--- config.mk ---
export PLATFORM = sky130hd
export DESIGN_NAME = acr_ctrl
export DESIGN_NICKNAME = d
export VERILOG_FILES = /design/src/acr_pkg.sv /design/src/acr_clk_div.sv /design/src/acr_ctrl.sv
export SDC_FILE = /design/constraint.sdc
export NUM_CORES = 1
export LEC_CHECK = 0
export BUFFER_PORTS_ARGS = -buffer_cell sky130_fd_sc_hd__buf_2
export CAP_MARGIN = 20
export CORE_MARGIN = 8
export CORE_UTILIZATION = 40
export DETAILED_ROUTE_END_ITERATION = 8
export PLACE_DENSITY_LB_ADDON = 0.25
export SKIP_CTS_REPAIR_TIMING = 1
export SYNTH_ARGS = -nofsm -noshare
export SYNTH_HDL_FRONTEND = slang
export SYNTH_HIERARCHICAL = 1
export SYNTH_SLANG_ARGS = --single-unit
--- constraint.sdc ---
create_clock -name pclk -period 6.29 [get_ports pclk]
set_input_delay 1.887 -clock pclk [delete_from_list [all_inputs] [get_ports pclk]]
set_output_delay 1.887 -clock pclk [all_outputs]
set_load 0.005 [all_outputs]
--- src/acr_pkg.sv ---
package acr_pkg;

   // apb byte offsets
   localparam logic [7:0] ACR_OFF_SC1 = 8'h00;
   localparam logic [7:0] ACR_OFF_SC2 = 8'h04;
   localparam logic [7:0] ACR_OFF_RH = 8'h08;
   localparam logic [7:0] ACR_OFF_RL = 8'h0c;
   localparam logic [7:0] ACR_OFF_CVH = 8'h10;
   localparam logic [7:0] ACR_OFF_CVL = 8'h14;
   localparam logic [7:0] ACR_OFF_CFG = 8'h18;

   // first status/control fields
   localparam int ACR_SC1_CONVERSION_COMPLETE_FLAG = 7;
   localparam int ACR_SC1_IEN = 6;
   localparam int ACR_SC1_CONT = 5;
   localparam int ACR_SC1_CH_LSB = 0;
   localparam int ACR_CH_W = 5;
   localparam logic [4:0] ACR_CH_OFF = 5'h1f;

   // second status/control fields
   localparam int ACR_SC2_ACT = 7;
   localparam int ACR_SC2_TRG = 6;
   localparam int ACR_SC2_CMPE = 5;
   localparam int ACR_SC2_CMPGE = 4;

   // configuration fields
   localparam int ACR_CFG_LP = 7;
   localparam int ACR_CFG_DIV_LSB = 5;
   localparam int ACR_CFG_LSMP = 4;
   localparam int ACR_CFG_MODE_LSB = 2;
   localparam int ACR_CFG_CLK_LSB = 0;

   // field codes
   localparam logic [1:0] ACR_MODE_8 = 2'h0;
   localparam logic [1:0] ACR_MODE_10 = 2'h2;
   localparam logic [1:0] ACR_CLK_BUS = 2'h0;
   localparam logic [1:0] ACR_CLK_HALF = 2'h1;
   localparam logic [1:0] ACR_CLK_ALT = 2'h2;
   localparam logic [1:0] ACR_CLK_ASYNC = 2'h3;

   // reset values
   localparam logic [7:0] ACR_RST_SC1 = 8'h1f;
   localparam logic [7:0] ACR_RST_SC2 = 8'h00;
   localparam logic [7:0] ACR_RST_CV = 8'h00;
   localparam logic [7:0] ACR_RST_CFG = 8'h00;
   localparam logic [9:0] ACR_RST_RES = 10'h000;

   // settings handed to the analog converter
   typedef struct packed {
      logic [4:0] channel_select;
      logic low_power_config;
      logic long_sample_select;
      logic mode_ten_bit;
   } acr_conv_cfg_s;

   typedef enum logic [1:0] {
      ACR_IDLE = 2'b01,
      ACR_BUSY = 2'b10
   } acr_state_e;

endpackage

--- src/acr_clk_div.sv ---
`timescale 1ns/1ps
module acr_clk_div
   import acr_pkg::*;
(
   input wire logic pclk,
   input wire logic presetn,
   input wire logic src_tick,
   input wire logic [1:0] div_sel,
   output logic conv_tick
);

   logic [2:0] count;
   logic [2:0] wrap;
   logic at_wrap;

   // 00/01/10/11 give ratios 1/2/4/8
   assign wrap = 3'(({1'b0, 3'h1} << div_sel) - 4'h1);
   assign at_wrap = (count >= wrap);

   always_ff @(posedge pclk or negedge presetn) begin
      if (!presetn) begin
         count <= 3'h0;
      end else if (src_tick) begin
         count <= at_wrap ? 3'h0 : 3'(count + 3'h1);
      end
   end

   assign conv_tick = src_tick & at_wrap;

endmodule

--- src/acr_ctrl.sv ---
`timescale 1ns/1ps
////////////////////////////////////////////////////////////////////////////
// Notes on behaviour
// - active bit 7 sets at conversion start, clears on completion or abort
// - trigger bit 6: 0 starts on control-one write, 1 on hardware trigger
// - compare-enable bit 5 turns automatic compare on or off
// - direction bit 4: 0 less-than, 1 greater-or-equal
// - result-high holds top two bits; zero in 8-bit mode
// - results load at every completion unless compare on and false, or blocked in 10-bit mode
// - 10-bit: reading result-high blocks transfers until result-low read
// - results completing while blocked are discarded
// - 8-bit mode has no read interlock
// - mode change invalidates result registers until next conversion
// - result-low holds low eight bits, or whole 8-bit result
// - upper compare bits used only in 10-bit mode
// - low eight compare bits always compared
// - low-power bit 7 selects reduced-power converter setting
// - divider bits 6:5 divide input clock by 1, 2, 4, 8
// - sample-time bit 4 selects short or long sample
// - mode bits 3:2: 00 8-bit, 10 10-bit, others reserved
// - clock bits 1:0: bus, bus half, alternate, internal async
// - control-one write aborts, then with trigger bit 6 at 0 starts unless channel all ones
// - complete flag sets per compare; clears on control-one write or low read
module acr_ctrl
   import acr_pkg::*;
(
   input wire logic pclk,
   input wire logic presetn,
   input wire logic psel,
   input wire logic penable,
   input wire logic pwrite,
   input wire logic [7:0] paddr,
   input wire logic [31:0] pwdata,
   output logic [31:0] prdata,
   output logic pready,
   output logic pslverr,
   input wire logic hardware_trigger_input,
   input wire logic alternate_clock_input,
   input wire logic internal_async_clock,
   input wire logic conv_done,
   input wire logic [9:0] conv_data,
   output logic conv_start,
   output logic conv_abort,
   output logic conversion_clock,
   output acr_conv_cfg_s conv_cfg
);

   ////////////////////////////////////////////////////////////////////////
   // registers
   logic [7:0] sc1;
   logic conversion_complete_flag;
   logic trigger_select;
   logic compare_enable;
   logic compare_greater_equal;
   logic [7:0] cvh;
   logic [7:0] cvl;
   logic [7:0] cfg;
   logic [9:0] result;
   logic read_lock;
   logic mode_ten;
   acr_state_e state;
   acr_state_e next_state;

   ////////////////////////////////////////////////////////////////////////
   // apb decode
   logic setup;
   logic access;
   logic wr;
   logic rd;
   logic hit_sc1;
   logic hit_sc2;
   logic hit_rh;
   logic hit_rl;
   logic hit_cvh;
   logic hit_cvl;
   logic hit_cfg;
   logic mapped;
   logic [7:0] rd_mux;

   assign setup = psel & ~penable;
   assign access = psel & penable;
   assign hit_sc1 = (paddr == ACR_OFF_SC1);
   assign hit_sc2 = (paddr == ACR_OFF_SC2);
   assign hit_rh = (paddr == ACR_OFF_RH);
   assign hit_rl = (paddr == ACR_OFF_RL);
   assign hit_cvh = (paddr == ACR_OFF_CVH);
   assign hit_cvl = (paddr == ACR_OFF_CVL);
   assign hit_cfg = (paddr == ACR_OFF_CFG);
   assign mapped = hit_sc1 | hit_sc2 | hit_rh | hit_rl | hit_cvh | hit_cvl
                 | hit_cfg;
   assign wr = access & pwrite & mapped;
   assign rd = access & ~pwrite & mapped;
   assign pready = 1'b1;
   assign pslverr = access & ~mapped;

   // zero-wait slave: read data captured in the setup cycle
   assign rd_mux =
      hit_sc1 ? {conversion_complete_flag, sc1[6:0]} :
      hit_sc2 ? {state == ACR_BUSY, trigger_select, compare_enable,
                 compare_greater_equal, 4'h0} :
      hit_rh ? {6'h00, result[9:8]} :
      hit_rl ? result[7:0] :
      hit_cvh ? {6'h00, cvh[1:0]} :
      hit_cvl ? cvl :
      hit_cfg ? cfg : 8'h00;

   always_ff @(posedge pclk or negedge presetn) begin
      if (!presetn) begin
         prdata <= 32'h0000_0000;
      end else if (setup) begin
         prdata <= {24'h00_0000, rd_mux};
      end
   end

   ////////////////////////////////////////////////////////////////////////
   // pin synchronisers, third stage feeds the edge detect only
   logic [2:0] trig_sync;
   logic [2:0] alt_sync;
   logic [2:0] async_sync;

   always_ff @(posedge pclk or negedge presetn) begin
      if (!presetn) begin
         trig_sync <= 3'h0;
         alt_sync <= 3'h0;
         async_sync <= 3'h0;
      end else begin
         trig_sync <= {trig_sync[1:0], hardware_trigger_input};
         alt_sync <= {alt_sync[1:0], alternate_clock_input};
         async_sync <= {async_sync[1:0], internal_async_clock};
      end
   end

   logic trig_edge;
   assign trig_edge = trig_sync[1] & ~trig_sync[2];

   ////////////////////////////////////////////////////////////////////////
   // conversion clock source and divider
   logic half_phase;
   logic src_tick;
   logic div_tick;

   always_ff @(posedge pclk or negedge presetn) begin
      if (!presetn) begin
         half_phase <= 1'b0;
      end else begin
         half_phase <= ~half_phase;
      end
   end

   // clock source pick
   // slow pins are sampled, so alt and async must run well below pclk
   assign src_tick =
      (cfg[ACR_CFG_CLK_LSB +: 2] == ACR_CLK_BUS) ? 1'b1 :
      (cfg[ACR_CFG_CLK_LSB +: 2] == ACR_CLK_HALF) ? half_phase :
      (cfg[ACR_CFG_CLK_LSB +: 2] == ACR_CLK_ALT) ?
         (alt_sync[1] & ~alt_sync[2]) :
      (async_sync[1] & ~async_sync[2]);

   acr_clk_div u_div (
      .pclk(pclk),
      .presetn(presetn),
      .src_tick(src_tick),
      .div_sel(cfg[ACR_CFG_DIV_LSB +: 2]),
      .conv_tick(div_tick)
   );

   always_ff @(posedge pclk or negedge presetn) begin
      if (!presetn) begin
         conversion_clock <= 1'b0;
      end else begin
         conversion_clock <= div_tick;
      end
   end

   assign conv_cfg.channel_select = sc1[ACR_SC1_CH_LSB +: ACR_CH_W];
   assign conv_cfg.low_power_config = cfg[ACR_CFG_LP];
   assign conv_cfg.long_sample_select = cfg[ACR_CFG_LSMP];
   assign conv_cfg.mode_ten_bit = mode_ten;

   ////////////////////////////////////////////////////////////////////////
   // triggering and sequencing
   logic sc1_wr;
   logic ch_off;
   logic new_cont;
   logic sw_start;
   logic hw_start;
   logic cont_start;
   logic start_now;

   // only code 10 is 10-bit; reserved codes act as 8-bit
   assign mode_ten = (cfg[ACR_CFG_MODE_LSB +: 2] == ACR_MODE_10);
   assign sc1_wr = wr & hit_sc1;
   assign ch_off = sc1_wr ? (pwdata[ACR_CH_W-1:0] == ACR_CH_OFF)
                          : (sc1[ACR_CH_W-1:0] == ACR_CH_OFF);
   assign new_cont = sc1_wr ? pwdata[ACR_SC1_CONT] : sc1[ACR_SC1_CONT];
   assign sw_start = sc1_wr & ~trigger_select;
   assign hw_start = trig_edge & trigger_select & (state == ACR_IDLE);
   assign cont_start = conv_done & (state == ACR_BUSY) & new_cont
                     & ~trigger_select;
   assign start_now = (sw_start | hw_start | cont_start) & ~ch_off;

   assign conv_abort = sc1_wr & (state == ACR_BUSY);
   assign conv_start = start_now;

   // active tracks start, completion and abort
   always_comb begin
      next_state = state;
      case (state)
         ACR_IDLE: begin
            if (start_now) begin
               next_state = ACR_BUSY;
            end
         end
         ACR_BUSY: begin
            if (start_now) begin
               next_state = ACR_BUSY;
            end else if (conv_done | sc1_wr) begin
               next_state = ACR_IDLE;
            end
         end
         default: begin
            next_state = ACR_IDLE;
         end
      endcase
   end

   always_ff @(posedge pclk or negedge presetn) begin
      if (!presetn) begin
         state <= ACR_IDLE;
      end else begin
         state <= next_state;
      end
   end

   ////////////////////////////////////////////////////////////////////////
   // compare
   logic done_ok;
   logic [9:0] cv_full;
   logic [9:0] res_cmp;
   logic less;
   logic cmp_true;
   logic store_ok;

   // a completion racing an abort write belongs to the aborted run
   assign done_ok = conv_done & (state == ACR_BUSY) & ~sc1_wr;
   // upper bits only in 10-bit mode
   assign cv_full = {mode_ten ? cvh[1:0] : 2'h0, cvl};
   assign res_cmp = {mode_ten ? conv_data[9:8] : 2'h0, conv_data[7:0]};
   assign less = (res_cmp < cv_full);
   assign cmp_true = compare_greater_equal ? ~less : less;
   assign store_ok = done_ok & (~compare_enable | cmp_true);

   ////////////////////////////////////////////////////////////////////////
   // result registers and interlock
   logic mode_change;
   logic rh_read;
   logic rl_read;
   logic load_result;

   // mode field rewrite with a new value
   assign mode_change = wr & hit_cfg
      & (pwdata[ACR_CFG_MODE_LSB +: 2] != cfg[ACR_CFG_MODE_LSB +: 2]);
   assign rh_read = rd & hit_rh;
   assign rl_read = rd & hit_rl;
   // blocked completions are dropped in 10-bit only
   assign load_result = store_ok & ~(read_lock & mode_ten);

   // no write path into result or lock
   always_ff @(posedge pclk or negedge presetn) begin
      if (!presetn) begin
         result <= ACR_RST_RES;
      end else if (mode_change) begin
         result <= ACR_RST_RES;
      end else if (load_result) begin
         // high bits zero in 8-bit mode
         result <= {mode_ten ? conv_data[9:8] : 2'h0, conv_data[7:0]};
      end
   end

   // high read arms lock in 10-bit mode only, low read releases it
   always_ff @(posedge pclk or negedge presetn) begin
      if (!presetn) begin
         read_lock <= 1'b0;
      end else if (mode_change | rl_read) begin
         read_lock <= 1'b0;
      end else if (rh_read & mode_ten) begin
         read_lock <= 1'b1;
      end
   end

   ////////////////////////////////////////////////////////////////////////
   // completion flag, set wins over clear
   // flag set and clear
   always_ff @(posedge pclk or negedge presetn) begin
      if (!presetn) begin
         conversion_complete_flag <= 1'b0;
      end else if (store_ok) begin
         conversion_complete_flag <= 1'b1;
      end else if (sc1_wr | rl_read) begin
         conversion_complete_flag <= 1'b0;
      end
   end

   ////////////////////////////////////////////////////////////////////////
   // writable registers
   always_ff @(posedge pclk or negedge presetn) begin
      if (!presetn) begin
         sc1 <= ACR_RST_SC1;
         trigger_select <= 1'b0;
         compare_enable <= 1'b0;
         compare_greater_equal <= 1'b0;
         cvh <= ACR_RST_CV;
         cvl <= ACR_RST_CV;
         cfg <= ACR_RST_CFG;
      end else if (wr) begin
         if (hit_sc1) begin
            sc1 <= {1'b0, pwdata[6:0]};
         end
         if (hit_sc2) begin
            // reserved low bits dropped, read as zero
            trigger_select <= pwdata[ACR_SC2_TRG];
            compare_enable <= pwdata[ACR_SC2_CMPE];
            compare_greater_equal <= pwdata[ACR_SC2_CMPGE];
         end
         if (hit_cvh) begin
            cvh <= {6'h00, pwdata[1:0]};
         end
         if (hit_cvl) begin
            cvl <= pwdata[7:0];
         end
         if (hit_cfg) begin
            cfg <= pwdata[7:0];
         end
      end
   end

endmodule

==> results of run 1 <==
-- final cells by class --
class	count	area, um^2
Multi-Input combinational cell	240	1790
Sequential cell	64	1610
Fill cell	864	4980
Tap cell	111	139
Timing Repair Buffer	56	285
Inverter	20	75.1
Clock buffer	10	138
Clock inverter	6	92.6
-- worst paths after layout --
| kind | start | endpoint | depth (start not counted) |
|---|---|---|---|
| worst max-delay path | paddr[2] | conv_start | 6 |
| worst min-delay path | async_sync[0] | async_sync[1] | 0 |
| worst max register to register | cfg[3] | result[3] | 10 |
| worst min register to register | async_sync[0] | async_sync[1] | 0 |
| max in group asynchronous | presetn | prdata[7] | 2 |
| min in group asynchronous | presetn | trig_sync[0] | 2 |
-- synth_stat cells (2+ instances only) --
library cell   n  area, um^2
a31oi_1        2        12.5
clkbuf_1       3        11.3
nor2_1        14        52.6
and3_1         4        25.0
a22o_1         8        70.1
buf_2          6        30.0
a221oi_1       6        52.6
a311oi_1       2        17.5
buf_6          2        22.5
nand2_1       17        63.8
nand2b_1       2        12.5
o21ai_0       18        90.1
a22oi_1        6        45.0
nor4b_4        2        47.6
and4b_1        2        20.0
ha_1          15         188
nand4_1        3        18.8
nor3b_1        3        22.5
dfrtp_1       58        1450
inv_1         20        75.1
dfstp_2        6         158
o211a_1        2        20.0
o21ai_1        2        10.0
mux2i_1        4        40.0
mux2_2        30         338
a21oi_1       24         120
a21o_1         2        15.0
buf_4         35         263
a21oi_2        3        26.3
o41ai_2        2        32.5
nand3_1       11        55.1
xnor2_1        2        17.5
nor2b_1        7        43.8
o21ai_2        2        17.5
conb_1         2        7.51
-- through the flow --
stage / util [%] / std cells / worst slack, ps / instance area, um^2 / hold slack [ps]
2_1_floorplan: - / 371 / 1600 / 3800 / 331
6_report: 45.3 / 507 / 1020 / 4130 / 353
5_1_grt: 45.3 / 507 / 929 / 4130 / 358
3_3_place_gp: 42.8 / 491 / 1020 / 3900 / 336
4_1_cts: 45.3 / 507 / 1020 / 4130 / 353
3_5_place_dp: 42.8 / 491 / 1030 / 3900 / 336
-- layer usage --
metal,share of wire (%),track usage [%],vias up
li1,-,-,1292
met1,46,18.8,1293
met2,45,22.6,100
met3,7.4,4.29,10
met4,1.4,5.31,0
met5,0,0,-
-- cell families after synthesis --
| group | synth area share (%) |
|---|---|
| mux | 10.2 |
| flops | 43.3 |
| buf+inv | 10.9 |
| other cells | 0.202 |
| xor+xnor | 0.471 |
| compound gates | 17.7 |
| fa+ha+maj | 5.05 |
| simple gates | 12.2 |
-- sequential cells by signal, summed over array words and instances (netlist names), 2 cells and up --
name / flops
trig_sync: 3
prdata: 8
cfg: 8
result: 10
cvl: 8
cvh: 2
alt_sync: 3
sc1: 7
u_div/count: 3
async_sync: 3
state: 2
-- cells in the final DEF (no fill, tap or decap), drive strengths merged, types with 3 or more instances in the layout --
master,count
dfrtp,58
buf,56
mux2,30
a21oi,27
conb,25
o21ai,22
inv,20
nand2,17
ha,15
nor2,14
nand3,11
clkbuf,10
a22o,8
nor2b,7
a22oi,6
a221oi,6
dfstp,6
and3,4
mux2i,4
nand4,4
nor3b,4
a31oi,3
-- power by group --
group | switching [W] | internal (W) | leakage [nW] | total [W]
clock network | 0.000177 | 0.000235 | 0.109 | 0.000412
logic | 0.0000592 | 0.0000386 | 1.05 | 0.0000978
registers | 0.00000821 | 0.000427 | 0.835 | 0.000435
total | 0.000244 | 0.000701 | 1.99 | 0.000945
==> out/metrics.yaml, run 1 <==
antenna_found_initial: 0
reg2reg_setup_slack_ps: 3260
cp_slowest_stage_delay_ps: 410
rsz0062_at_grt: "false"
ys_ff_latch: 64
clock_sinks: 64
maxCapViolCount: 0
die_h_um: 112
synth_edf_count: 0
syn_area_mm2: 0.00372
total_power_w: 0.000945
crit_top_cell: "buf_2"
async_reset_ff_share_pct: 100
grt_pass1_vias: 2751
fin_setup_tns_ps: 0
cp_num_buf_inv: 2
place.gp.congestion: 0.897
drt_iter0_drc: 123
min_path_type: "reg -> reg"
drive_gt1_share_pct: 32.1
dr.pass1.iters: 4
h-tree-depth: 3
clkLatencyLatePin_ps: 350
fp.coreArea_mm2: 0.00911
timing.final.crit_share_pct: 83.7
drv_slew: 0
fin_crit_ps: 5270
critPathTopFamily: "simple AND/OR/NAND/NOR gates"
portBuffers: 54
max_freq_mhz: 190
syn_area_per_cell_um2: 10.7
cts_tree: "done"
maxSlewHeadroom_pct: 45.9
detail_route.wirelength_um: 8890
clock-skew-final_ps: 7.74
insertedDiodeCount: 0
leakagePower_nw: 1.99
clk_transition_reported_paths_ps: 80
viasPerCell: 5.32
die_area_mm2: 0.0126
required_ps: 4400
worstSetupPathType: "in -> out"
cts_buffers: 9
grt_start_max_net_pins: 65
path_cells: "buf_2 -> nor2_1 -> and4b_1 -> nand4_1 -> o211a_1 -> buf_2"
peakVddDrop_v: 0.0000970
drc: 0
io_pins: 104
end_kind: "primary output"
cts-root-buf: "clkbuf_8"
setup-violations-final: 0
gr-total-overflow: 0
syn_inst: 348
worstMarginPinSlew_ps: 812
num_vias: 2695
area_growth_pct: 11.0
status: "finished, final reports clean"
rows: 35
arrival_ps: 3380
ant_nets: 0
dpl.hpwl_um: 6720
synthFlopType: "dfrtp_1"
routedWlPerCell_um: 17.5
synth-warning-count: 6
grt_usage_pct: 14.5
nets: 465
powerDensity_mw_per_mm2: 229
grt_pass1_wl_um: 14500
cp-start-kind: "primary input"
clk_path_buf_depth: 2
crit_fanout: 21
initial_core_util_pct: 40.8
hold_viol: 0
critPathSlowestCell: "and4b_1"
die-width_um: 112
yosysSeqAreaShare_pct: 43.3
synth_cell_types: 56
No activity file was read; power rests on OpenSTA's default activity.
==> inputs of run 2 (changes only) <==
Settings changed: ABC_AREA set to 1.
Clock period 6.29 ns to 4.75 ns, I/O delays scaled along.
==> run 2 against run 1 <==
Effect of this change:
- area after synthesis grew 1.3%
- flip-flop and latch count is the same
- non-clock buffer count grew 2
- hold slack lost 19 ps
- critical endpoint unchanged
==> out/metrics.yaml, run 2 <==
antenna_found_initial: 0
place_ws_ps: 300
worst_slack_ps: 317
h-tree-depth: 3
place_area_mm2: 0.00399
dr.max_layer_used: "met4"
setup-violations-final: 0
yosys.area.top_type_share_pct: 38.6
final_cell_mix: "nand2_1, dfrtp_1, inv_1, buf_2, o21ai_0"
maxCapViolCount: 0
viasPerCell: 5.03
clk_path_buf_depth: 2
cts-root-buf: "clkbuf_8"
grt_usage_pct: 15.2
yosysTopAreaCell: "dfrtp_1"
clock_sinks: 64
synthFlopType: "dfrtp_1"
met1Wirelength_um: 4290
syn_inst: 444
maxSlewHeadroom_pct: 32.7
synth_cell_types: 46
required_ps: 3320
reg2reg_setup_slack_ps: 1800
fp.coreArea_mm2: 0.00920
die_h_um: 113
crit_fanout: 15
cp-start-kind: "primary input"
status: "finished, final reports clean"
route.met3.wl_um: 626
min_path_type: "reg -> reg"
num_vias: 3079
syn_area_mm2: 0.00376
max_freq_mhz: 226
worstMarginPinSlew_ps: 1000
synthTopCellsByCount: "nand2_1, dfrtp_1, inv_1"
io_pins: 104
dpl.hpwl_um: 7340
timing.final.crit_share_pct: 93.3
clk_transition_reported_paths_ps: 70
synth-warning-count: 6
cts_buffers: 9
grt_start_max_net_pins: 36
powerDensity_mw_per_mm2: 313
dr.pass1.iters: 4
final_common_cell: "nand2_1"
rsz0062_at_grt: "false"
grt_pass1_wl_um: 15500
fin_setup_tns_ps: 0
largest_reg_flops: 10
ys_ff_latch: 64
end_kind: "primary output"
clkLatencyLatePin_ps: 340
drv_slew: 0
rows: 35
routedWlPerCell_um: 15.4
top_register: "result"
initial_core_util_pct: 40.9
hold_viol: 0
leakagePower_nw: 2.21
yosysSeqAreaShare_pct: 42.7
gr-total-overflow: 0
die_area_mm2: 0.0128
drt_iter0_drc: 173
detail_route.wirelength_um: 9400
portBuffers: 54
peakVddDrop_v: 0.000154
worstSetupPathType: "in -> out"
grt_pass1_vias: 3076
area_growth_pct: 11.9
wl_met2_um: 4310
async_reset_ff_share_pct: 100
synthTopCellsByArea: "dfrtp_1, nand2_1, buf_4"
drive_gt1_share_pct: 23.0
ant_nets: 0
die-width_um: 113
yosysMostFrequentCell: "nand2_1"
place.gp.congestion: 0.828
insertedDiodeCount: 0
fin_crit_ps: 4430
drc: 0
synth_edf_count: 0
syn_area_per_cell_um2: 8.48
arrival_ps: 3010
nets: 570
cts_tree: "done"
clock-skew-final_ps: 14.0
final_area_mm2: 0.00421
[run 2: changes by cell type after synthesis, moves of 10 or more]
cell and change:
nand4_1 +10, nand2_1 +74, inv_1 +34, mux2_2 -28, o21ai_0 +13, nor2_1 +10
[run 2: cell families (layout without fill, tap and decap cells)]
kind of cell | after synthesis | after routing | synth area share [%]
AND/OR/NAND/NOR | 174 | 174 | 23.8
other | 2 | 25 | 0.199
AO/OA/AOI/OAI | 83 | 83 | 13.1
flip-flops | 64 | 64 | 42.7
buffers and inverters | 102 | 136 | 14.2
adder cells (fa/ha/maj) | 15 | 15 | 4.99
multiplexers | 2 | 2 | 0.598
XOR/XNOR | 2 | 2 | 0.465
[run 2: worst max-delay path: stages]
cell and delay, ps:
buf_2 100, inv_2 70, nand2_4 80, nor2_4 120, nand3_4 130, nor2_4 220, nand3_4 220, o21ai_2 190
nand2_1 130, nor2_1 150, nor2_2 50, buf_2 120
[run 2: cell type report]
class	count	area (um^2)
clock inverter	3	65.1
clock buffer	13	159
multi-input combinational	301	1710
sequential	64	1610
inverter	62	233
tap	111	139
fill	899	4980
timing repair buffer	58	300
[run 2: layer usage]
metal | global-route usage (%) | up-vias
li1 | - | 1503
met1 | 19.6 | 1458
met2 | 24.1 | 100
met3 | 4.21 | 18
met4 | 4.88 | 0
met5 | 0 | -
[run 2: final timing paths]
kind	depth (start not counted)	start	end
max reg2reg	14	cfg[3]	result[0]
max in group asynchronous	2	presetn	sc1[1]
max	12	paddr[6]	conv_start
min in group asynchronous	1	presetn	prdata[2]
min reg2reg	0	alt_sync[0]	alt_sync[1]
min	0	alt_sync[0]	alt_sync[1]
[run 2: report_power, final]
group | switching (W) | leakage, nW | internal [W]
combinational | 0.000122 | 1.34 | 0.0000704
sequential | 0.0000186 | 0.759 | 0.000578
clock | 0.000206 | 0.114 | 0.000324
[run 2: through the flow]
step / power (W) / utilization (%) / hold slack, ps / instances
after global placement: 0.000790 / 43.4 / 334 / 596
after detailed placement: 0.000801 / 43.4 / 342 / 596
final: 0.00132 / 45.8 / 334 / 612
after CTS: 0.00133 / 45.8 / 338 / 612
after global routing: 0.00139 / 45.8 / 346 / 612
after floorplan: 0.000744 / - / 331 / 467
